$ cat config.mk
export PLATFORM = sky130hd
export DESIGN_NAME = i2w_master_write
export DESIGN_NICKNAME = d
export VERILOG_FILES = /design/src/hdl/i2w_pkg.sv /design/src/hdl/i2w_master_write.sv
export SDC_FILE = /design/constraint.sdc
export NUM_CORES = 1
export LEC_CHECK = 0
export ABC_AREA = 1
export BUFFER_PORTS_ARGS = -buffer_cell sky130_fd_sc_hd__buf_2
export CAP_MARGIN = 20
export CORE_MARGIN = 4
export CORE_UTILIZATION = 60
export DETAILED_ROUTE_END_ITERATION = 10
export PLACE_DENSITY = 0.86
export REMOVE_ABC_BUFFERS = 1
export SETUP_SLACK_MARGIN = 0.2
export SYNTH_ARGS = -nofsm -noshare
export SYNTH_HDL_FRONTEND = slang
export SYNTH_SLANG_ARGS = --single-unit
$ cat constraint.sdc
create_clock -name clk -period 3.2 [get_ports clk]
set_input_delay 0.16 -clock clk [delete_from_list [all_inputs] [get_ports clk]]
set_output_delay 0.16 -clock clk [all_outputs]
set_load 0.02 [all_outputs]
$ cat src/hdl/i2w_pkg.sv
// i2w_pkg: constants and types of the command-driven i2c master write path
// assumes a 40 MHz system clock and software that fills commands and tx ram first

package i2w_pkg;

	// --------------------------------------------------------------
	// timing
	// --------------------------------------------------------------
	localparam int CLK_PERIOD_PS = 25000;
	localparam int SCL_HALF_NS   = 500;
	// least time, so round up
	localparam int SCL_HALF_CYC  = (SCL_HALF_NS * 1000 + CLK_PERIOD_PS - 1) / CLK_PERIOD_PS;

	// --------------------------------------------------------------
	// command codes and ram
	// --------------------------------------------------------------
	localparam logic [2:0] CMD_WRITE   = 3'h1;
	localparam logic [2:0] CMD_STOP    = 3'h2;
	localparam logic [2:0] CMD_READ    = 3'h3;
	localparam logic [2:0] CMD_END     = 3'h4;
	localparam logic [2:0] CMD_RESTART = 3'h6;
	localparam int         RAM_AW      = 4;
	localparam int         RAM_DEPTH   = 16;
	localparam int         CMD_SLOTS   = 8;
	localparam logic [2:0] SYNC_RST    = 3'h7;

	typedef struct packed {
		logic [2:0] command_code;
		logic       ack_value;
		logic       ack_exp;
		logic       ack_check_en;
		logic [7:0] byte_num;
	} i2w_cmd_s;

	typedef struct packed {
		logic              en;
		logic              direct;
		logic [RAM_AW-1:0] addr;
		logic [7:0]        data;
	} i2w_ramwr_s;

	typedef enum logic [2:0] {
		ST_IDLE  = 3'b000,
		ST_WAIT  = 3'b001,
		ST_FETCH = 3'b010,
		ST_START = 3'b011,
		ST_BIT   = 3'b100,
		ST_ACK   = 3'b101,
		ST_STOP  = 3'b110
	} i2w_state_e;

endpackage

$ cat src/hdl/i2w_master_write.sv
// i2w_master_write: command list driven i2c master, write path only
// assumes open-drain pads outside; scl and sda come in asynchronous
`timescale 1ns/10ps
`default_nettype none

module i2w_master_write
	import i2w_pkg::*;
#(
	parameter int DEPTH = RAM_DEPTH,
	parameter int NCMD  = CMD_SLOTS
) (
	input  wire logic                  clk,
	input  wire logic                  sys_rst,
	input  wire logic                  clk_en,
	input  wire logic                  master_mode_select,
	input  wire logic                  transfer_start_trigger,
	input  wire i2w_cmd_s [NCMD-1:0]   cmd_list,
	input  wire i2w_ramwr_s            ram_wr,
	input  wire logic                  scl_i,
	output logic                       scl_o,
	output logic                       scl_oe,
	input  wire logic                  sda_i,
	output logic                       sda_o,
	output logic                       sda_oe,
	output logic                       busy,
	output logic                       transfer_done_event,
	output logic                       ack_mismatch_event
);

	localparam int AW = $clog2(DEPTH);
	localparam int IW = $clog2(NCMD);

	// half-period timer is eight bits wide, so longer halves cannot be counted
	if (DEPTH < 2 || DEPTH > RAM_DEPTH || NCMD < 2 || SCL_HALF_CYC < 4 ||
		SCL_HALF_CYC > 256) begin : g_chk
		$error("i2w_master_write: unsupported parameter values");
	end

	function automatic logic [AW-1:0] ptr_inc(input logic [AW-1:0] p);
		ptr_inc = (p == AW'(DEPTH - 1)) ? '0 : p + 1'b1;
	endfunction

	// --------------------------------------------------------------
	// state
	// --------------------------------------------------------------
	i2w_state_e    st_q, st_d;
	logic [1:0]    ph_q, ph_d;
	logic [7:0]    tmr_q;
	logic [IW-1:0] idx_q, idx_d;
	logic [7:0]    cnt_q, cnt_d;
	logic [2:0]    bit_q, bit_d;
	logic [7:0]    tx_q, tx_d;
	logic [AW-1:0] rd_q, rd_d, wr_q;
	logic          abort_q, abort_d;
	logic          scl_low_q, scl_low_d, sda_low_q, sda_low_d;
	logic          done_q, done_d, nack_q, nack_d, ld_tmr;
	logic [2:0]    scl_s_q, sda_s_q;
	logic          scl_hi_q, sda_hi_q;
	logic [7:0]    ram_q [DEPTH];

	// --------------------------------------------------------------
	// decode
	// --------------------------------------------------------------
	i2w_cmd_s      cur;
	wire           tick      = (tmr_q == 8'h00);
	wire           start_go  = transfer_start_trigger & master_mode_select;
	wire           last_cmd  = (idx_q == IW'(NCMD - 1));
	wire           ack_eval  = (st_q == ST_ACK) && (ph_q == 2'h1) && tick;
	wire           ack_bad   = cur.ack_check_en && (sda_hi_q != cur.ack_exp);
	wire           stop_end  = (st_q == ST_STOP) && (ph_q == 2'h2) && tick;
	wire [AW-1:0]  wr_addr   = ram_wr.direct ? ram_wr.addr[AW-1:0] : wr_q;
	wire           fifo_wr   = ram_wr.en & ~ram_wr.direct;
	wire [7:0]     ram_rd    = ram_q[rd_q];
	assign cur = cmd_list[idx_q];

	assign scl_o  = 1'b0;
	assign sda_o  = 1'b0;
	assign scl_oe = scl_low_q;
	assign sda_oe = sda_low_q;
	assign busy   = (st_q != ST_IDLE);
	assign transfer_done_event = done_q;
	assign ack_mismatch_event  = nack_q;

	// --------------------------------------------------------------
	// sequencer
	// --------------------------------------------------------------
	always_comb begin
		st_d = st_q;
		ph_d = ph_q;
		idx_d = idx_q;
		cnt_d = cnt_q;
		bit_d = bit_q;
		tx_d = tx_q;
		rd_d = rd_q;
		abort_d = abort_q;
		done_d = 1'b0;
		nack_d = 1'b0;
		ld_tmr = 1'b0;
		case (st_q)
			ST_IDLE: begin
				if (start_go) begin
					st_d = ST_WAIT;
					idx_d = '0;
					rd_d = '0;
					abort_d = 1'b0;
				end
			end
			ST_WAIT: begin
				if (scl_hi_q) begin
					st_d = ST_FETCH;
				end
			end
			ST_FETCH: begin
				ld_tmr = 1'b1;
				ph_d = 2'h0;
				case (cur.command_code)
					CMD_RESTART: begin
						st_d = ST_START;
					end
					CMD_WRITE: begin
						st_d = ST_BIT;
						cnt_d = cur.byte_num;
						bit_d = 3'h7;
						tx_d = ram_rd;
						rd_d = ptr_inc(rd_q);
					end
					// read and end are not served here; close the bus instead
					default: begin
						st_d = ST_STOP;
					end
				endcase
			end
			ST_START: begin
				if (tick) begin
					ld_tmr = 1'b1;
					ph_d = ph_q + 2'h1;
					if (ph_q == 2'h3) begin
						st_d = last_cmd ? ST_STOP : ST_FETCH;
						idx_d = last_cmd ? idx_q : idx_q + 1'b1;
					end
				end
			end
			ST_BIT: begin
				if (tick) begin
					ld_tmr = 1'b1;
					ph_d = ph_q ^ 2'h1;
					if (ph_q == 2'h1) begin
						bit_d = bit_q - 3'h1;
						tx_d = {tx_q[6:0], 1'b0};
						if (bit_q == 3'h0) begin
							st_d = ST_ACK;
						end
					end
				end
			end
			ST_ACK: begin
				if (tick) begin
					ld_tmr = 1'b1;
					ph_d = ph_q ^ 2'h1;
					if (ph_q == 2'h1) begin
						if (ack_bad) begin
							nack_d = 1'b1;
							abort_d = 1'b1;
							st_d = ST_STOP;
						end else if (cnt_q == 8'h01) begin
							st_d = last_cmd ? ST_STOP : ST_FETCH;
							idx_d = last_cmd ? idx_q : idx_q + 1'b1;
						end else begin
							st_d = ST_BIT;
							cnt_d = cnt_q - 8'h01;
							bit_d = 3'h7;
							tx_d = ram_rd;
							rd_d = ptr_inc(rd_q);
						end
					end
				end
			end
			ST_STOP: begin
				if (tick) begin
					ld_tmr = 1'b1;
					ph_d = ph_q + 2'h1;
					if (ph_q == 2'h2) begin
						st_d = ST_IDLE;
						ph_d = 2'h0;
						done_d = ~abort_q && (cur.command_code == CMD_STOP);
					end
				end
			end
			default: begin
				st_d = ST_IDLE;
			end
		endcase
	end

	// --------------------------------------------------------------
	// line drive; in data and ack slots sda only moves once scl is already held low
	// --------------------------------------------------------------
	always_comb begin
		scl_low_d = 1'b0;
		sda_low_d = 1'b0;
		case (st_q)
			ST_FETCH: begin
				scl_low_d = scl_low_q;
				sda_low_d = sda_low_q;
			end
			ST_START: begin
				scl_low_d = (ph_q == 2'h0) || (ph_q == 2'h3);
				sda_low_d = ph_q[1];
			end
			ST_BIT: begin
				scl_low_d = (ph_q == 2'h0);
				sda_low_d = scl_low_q ? ~tx_q[7] : sda_low_q;
			end
			ST_ACK: begin
				scl_low_d = (ph_q == 2'h0);
				sda_low_d = scl_low_q ? 1'b0 : sda_low_q;
			end
			ST_STOP: begin
				scl_low_d = (ph_q == 2'h0);
				sda_low_d = (ph_q != 2'h2) && (scl_low_q || sda_low_q);
			end
			default: begin
				scl_low_d = 1'b0;
			end
		endcase
	end

	// --------------------------------------------------------------
	// registers
	// --------------------------------------------------------------
	always_ff @(posedge clk) begin
		if (clk_en && ram_wr.en) begin
			ram_q[wr_addr] <= ram_wr.data;
		end
	end

	always_ff @(posedge clk or posedge sys_rst) begin
		if (sys_rst) begin
			scl_s_q <= SYNC_RST;
			sda_s_q <= SYNC_RST;
			scl_hi_q <= 1'b1;
			sda_hi_q <= 1'b1;
		end else if (clk_en) begin
			scl_s_q <= {scl_s_q[1:0], scl_i};
			sda_s_q <= {sda_s_q[1:0], sda_i};
			if (scl_s_q[1] == scl_s_q[2]) scl_hi_q <= scl_s_q[2];
			if (sda_s_q[1] == sda_s_q[2]) sda_hi_q <= sda_s_q[2];
		end
	end

	always_ff @(posedge clk or posedge sys_rst) begin
		if (sys_rst) begin
			st_q <= ST_IDLE;
			ph_q <= 2'h0;
			tmr_q <= 8'h00;
			idx_q <= '0;
			cnt_q <= 8'h00;
			bit_q <= 3'h0;
			tx_q <= 8'h00;
			rd_q <= '0;
			wr_q <= '0;
			abort_q <= 1'b0;
			scl_low_q <= 1'b0;
			sda_low_q <= 1'b0;
			done_q <= 1'b0;
			nack_q <= 1'b0;
		end else if (clk_en) begin
			st_q <= st_d;
			ph_q <= ph_d;
			tmr_q <= ld_tmr ? 8'(SCL_HALF_CYC - 1) : (tick ? tmr_q : tmr_q - 8'h01);
			idx_q <= idx_d;
			cnt_q <= cnt_d;
			bit_q <= bit_d;
			tx_q <= tx_d;
			rd_q <= rd_d;
			// fifo write pointer rewinds once the stop is out, unless a fifo write lands in that cycle
			wr_q <= fifo_wr ? ptr_inc(wr_q) : (stop_end ? '0 : wr_q);
			abort_q <= abort_d;
			scl_low_q <= scl_low_d;
			sda_low_q <= sda_low_d;
			done_q <= done_d;
			nack_q <= nack_d;
		end
	end
endmodule

`default_nettype wire

Word level (Yosys, flattened, before mapping)
Memories as Yosys holds them, arrays and structs flattened.
Cells that the tools add are included.
- flip-flop bits (word level): 56
- memory bits (writable): 128
- output and inout bits: 7
- logic and storage cells: 202
- memories kept: 1
- memories (name ; depth ; bits a word ; read ports ; clocked after memory_dff ; wr ports ; line ; RTL):
    ram_q ; 16 ; 8 ; 1 ; 0 ; 1 ; i2w_master_write.sv:59 ; logic [7:0] ram_q [DEPTH];
- add/subtract/negate cells: 7
- order comparisons: 1
- equal/unequal tests: 40
- multiplexer cells: 88
- bitwise logic cells: 8
- reductions and logical operators: 38
- operators with widths (cell ; count):
    8-bit two-way mux ; 14
    3-bit two-way mux ; 29
    4-bit two-way mux ; 11
    14-bit binary-select mux with 3-bit select ; 1
    2-bit inequality test, second input constant ; 16
    8-bit case mux with 3 select lines ; 1
    3-bit case mux with 7 select lines ; 1
    3-bit case mux with 3 select lines ; 2
    9-bit AND reduction ; 2
    1-bit two-way mux ; 17
    8-bit case mux with 2 select lines ; 1
    8-bit by 1-bit subtractor with 8-bit output, second input constant ; 2
    3-bit == test, second input constant ; 5
    3-bit nonzero test ; 5
    14-bit two-way mux ; 1
    4-bit case mux with 3 select lines ; 1
    12-bit AND reduction ; 1
    2-bit by 1-bit inequality test with 1-bit output, second input constant ; 5
    2-bit AND reduction ; 5
    5-bit AND reduction ; 2
    3-bit by 2-bit == test with 1-bit output, second input constant ; 3
    4-bit by 1-bit adder with 4-bit output, second input constant ; 2
    4-bit == test, second input constant ; 2
    8-bit by 1-bit == test with 1-bit output, second input constant ; 1
    31 further kinds ; 52

Depth between registers and ports, before layout
- word-level depth: 8
- mapped depth: 15
- mapped depth without buffers: 13

Least setup slack after synthesis
Ideal clock, no wire load.
- path kind: register to register
- start point: reg tmr_q[0]
- end point: reg cnt_q[2]
- setup time: 0.117 ns
- arrival: 1.657 ns
- required time: 3.083 ns
- setup slack: 1.426 ns
- stages on the path, launching flop included: 12
- path buffers: 0
- period minus slack after synthesis: 1.774 ns
- path through: dfrtp_1 -> inv_1 -> ha_1 -> nand3_1 -> nor3_4 -> inv_2 -> nand2_1 -> nand4_1 -> a21oi_4 -> nand2_4 -> nand2_1 -> nand2_1
- word-level cells in the longest chain between the ends: 3
- ends and longest elaborated chain (element ; line ; RTL):
    start, declared ; i2w_master_write.sv:48 ; logic [7:0] tmr_q;
    start signal, assigned ; i2w_master_write.sv:270 ; tmr_q <= ld_tmr ? 8'(SCL_HALF_CYC - 1) : (tick ? tmr_q : tmr_q - 8'h01);
    8-bit zero test ; i2w_master_write.sv:65 ; wire tick = (tmr_q == 8'h00);
    2-bit inequality test (no line) ; - ;
    7-bit AND reduction (no line) ; - ;
    end signal, assigned ; i2w_master_write.sv:272 ; cnt_q <= cnt_d;
    end, declared ; i2w_master_write.sv:50 ; logic [7:0] cnt_q, cnt_d;
No other way between the ends.
A chain may end at the register's enable or synchronous reset.

Worst setup path in the final report
- start point: reg idx_q[0]
- end point: reg bit_q[1]
- word-level cells in the longest chain between the ends: 6
- elaborated cells between the ends (all ways): 8
- classes of those cells: eq/ne: 4; mux: 2; reduce/logical: 2
- ends and longest elaborated chain (element ; line ; RTL):
    start, declared ; i2w_master_write.sv:49 ; logic [IW-1:0] idx_q, idx_d;
    start signal, assigned ; i2w_master_write.sv:271 ; idx_q <= idx_d;
    14-bit binary-select mux with 3-bit select * ; i2w_master_write.sv:74 ; assign cur = cmd_list[idx_q];
    14-bit two-way mux (implied by the code) * ; i2w_master_write.sv:74 ;
    1-bit inequality test ; i2w_master_write.sv:69 ; wire ack_bad = cur.ack_check_en && (sda_hi_q != cur.ack_exp);
    1-bit logical AND ; i2w_master_write.sv:69 ;
    2-bit inequality test (no line) ; - ;
    9-bit AND reduction (no line) * ; - ;
    end signal, assigned ; i2w_master_write.sv:273 ; bit_q <= bit_d;
    end, declared ; i2w_master_write.sv:51 ; logic [2:0] bit_q, bit_d;
Mark *: on every way between the ends. The rest lies on a longest branch, timed or not. The select of a mux whose other input is x is not followed.

==> flow_summary.ini <==
[routing]
drtIter0Drc = 568
detail-route-antenna-nets = 0
drt_wl_total_um = 23900
wl_per_cell_um = 15.7
num_vias = 8591
drc = 0
first_pass_iters = 5
vias_per_cell = 5.64

[sta]
fin_skew_ps = 6.89
fin_crit_sh_pct = 77.8
fmax_mhz = 402
relSlewSlack_pct = 41.5
setup_tns_ps = 0
rsz0062_at_grt = no
min_period_ps = 2490
final-setup-viol-count = 0
hold_viol = 0
worst_pin_slew_ps = 874
maxSlewViolCount = 0

[setup_path]
cpMaxStageDelayCell = buf_4
cp.depth = 12
path_cells = buf_4, nand2_1, nand3_1, nand3_1, nand2_1, nand2_1, nand3_2, nand2_1, nand2_4, nand2_1, nand2_1, nand2_1
critPathCaptureType = flip-flop
max_stage_delay_ps = 450
path_buf_inv = 1
cp_data_required_time_ps = 3510
path_class = flip-flop to flip-flop
crit_top_cell = nand2_1
cp_max_fo = 55
critPathTopFamily = simple AND/OR/NAND/NOR gates
cp.arrival_ps = 2800
startpoint_type = flip-flop
ff2ff_path_depth = 12

[yosys]
syn_area_mm2 = 0.00980
synthMuxAreaShare_pct = 0
synth_top_family_by_area = simple AND/OR/NAND/NOR gates
synthTopCellsByArea = edfxtp_1 39%, dfrtp_1 12%, nand2_1 9.7%
synth_top_area_share_pct = 39.2
synth_area_per_cell_um2 = 8.27
yosysUniqueCellTypes = 45
async_flop_share_pct = 30.4
synthXorXnorAreaFrac_pct = 0.358
synth_compound_area_share_pct = 10.7
yosys_warnings = 0
synth_flop_cell = edfxtp_1
synth-edff-count = 128
synthCells = 1184
ys_ff_latch = 184
synth_largest_area_cell = edfxtp_1
synth-simple-area-share_pct = 26.9
yosys.area_share.adder_pct = 1.79
seq_area_frac_synth_pct = 53.6

[global_route]
grt.total_usage_pct = 25.9
met2_usage_pct = 46.1
grt_pass1_wl_um = 37400
busiest_layer = met2
grt_max_degree = 69
met3_usage_pct = 5.50
antenna_found_initial = 0
gr-total-overflow = 0
grt_pass1_vias = 7955
met1_usage_pct = 30.0

[die]
die_h_um = 136
ios = 140
row_count = 46
design.die.area_mm2 = 0.0184
start_util_pct = 61.5
dieWidth_um = 136
core-area_mm2 = 0.0159

[final_layout]
syn_to_final_growth_pct = 14.0
fillCellCount = 1217
drive_gt1_share_pct = 15.7
num_antenna_cells = 0
fin_cells = 1522
register_area_mm2 = 0.00526
final_area_mm2 = 0.0112
postLayoutCoreUtil_pct = 70.1
layout_common_cells = 253 x nand2_1, 253 x nor2_1, 139 x o21ai_0
final_nets = 1440
multiInputGateArea_mm2 = 0.00389

[clocking]
cts_buffers = 17
cts_root_buffer = clkbuf_16
cts_tree = done
cts.sinks = 184
clkLatencyLatePin_ps = 430
cts_max_level = 4
clockBufferDepth = 2
clkTransAtPathRegs_ps = 70

[hold_path]
hold_class = input port to flip-flop
holdPathStages = 3

[outcome]
outcome = finished, final reports clean

[job]
cap_viol_max_count = 0

[power]
ir_drop_uv = 525
p_per_area_mw_per_mm2 = 724
finalPower_w = 0.00809
cellLeakagePower_nw = 5.02

[placed_design]
dpl.cell_count = 1487
place_hpwl_um = 16000
io_buffer_count = 129
post_dp_cell_area_mm2 = 0.0105
gp_congestion = 0.888
tightest hold or removal path, stage by stage:
cell     delay, ps
buf_2          110
nand2_1        100
o41ai_1        100
routing by layer:
layer,part of all wire (%),vias to the layer above
li1,-,4135
met1,38,3954
met2,50,431
met3,9.1,71
met4,3.5,0
met5,0,-
path summary, 6_finish.rpt:
kind / startpoint / end / slack [ps]
setup / recovery: idx_q[0] / bit_q[1] / 710
hold / removal: ram_wr[13] / wr_q[0] / 90
setup reg to reg: idx_q[0] / bit_q[1] / 710
hold reg to reg: scl_s_q[2] / scl_s_q[2] / 460
max in group asynchronous: sys_rst / cnt_q[6] / 2010
min in group asynchronous: sys_rst / tmr_q[5] / 380
report_power, final:
| part | internal [W] | total (W) | switching [W] |
|---|---|---|---|
| registers | 0.00283 | 0.00303 | 0.000202 |
| clock network | 0.00125 | 0.00216 | 0.000912 |
| logic | 0.000926 | 0.00290 | 0.00197 |
synthesized netlist by cell type (all sizes together) (2+ instances only):
| master | count |
|---|---|
| a21boi | 2 |
| a21oi | 19 |
| and2 | 2 |
| buf | 29 |
| clkbuf | 25 |
| dfrtp | 48 |
| dfstp | 8 |
| edfxtp | 128 |
| ha | 14 |
| inv | 98 |
| nand2 | 257 |
| nand3 | 103 |
| nand4 | 9 |
| nor2 | 257 |
| nor3 | 4 |
| o211ai | 16 |
| o21ai | 142 |
| o22ai | 6 |
| or2 | 4 |
| xor2 | 3 |
through the flow:
step / setup slack (ps) / hold WS, ps
finish: 710 / 93.6
global route: 499 / 96.9
CTS: 725 / 59.2
detailed placement: 763 / 278
global placement: 841 / 271
floorplan: 464 / 234
final cells by class:
cell class	instances	area share, %
flip-flops and latches	184	47.1
clock buffers	18	3.84
repair buffers	143	6.79
multi-input cells	848	34.9
inverters	99	3.35
well taps	216	2.42
clock inverters	14	1.68
cells by family (layout without fill, tap and decap cells):
logic type / count (synthesis) / after routing
XOR/XNOR: 4 / 4
buffers and inverters: 153 / 274
AND/OR/NAND/NOR: 638 / 638
AO/OA/AOI/OAI: 190 / 190
other: 1 / 2
flip-flops: 184 / 184
adder cells (fa/ha/maj): 14 / 14
what timing repair did:
action,CTS,global route
endpoints found under the hold margin,22,0
gates resized for setup,0,0
setup buffers,0,0
endpoints found under the setup margin,0,0
hold buffers,3,0
sequential cells by signal, summed over array words and instances, names as in the netlist, 2 cells and up:
| signal | cells |
|---|---|
| tx_q | 8 |
| ram_q | 128 |
| idx_q | 3 |
| cnt_q | 8 |
| wr_q | 4 |
| rd_q | 4 |
| bit_q | 3 |
| tmr_q | 8 |
| scl_s_q | 3 |
| sda_s_q | 3 |
| ph_q | 2 |
| st_q | 3 |
Note: power is estimated with default switching activity, not from simulation.
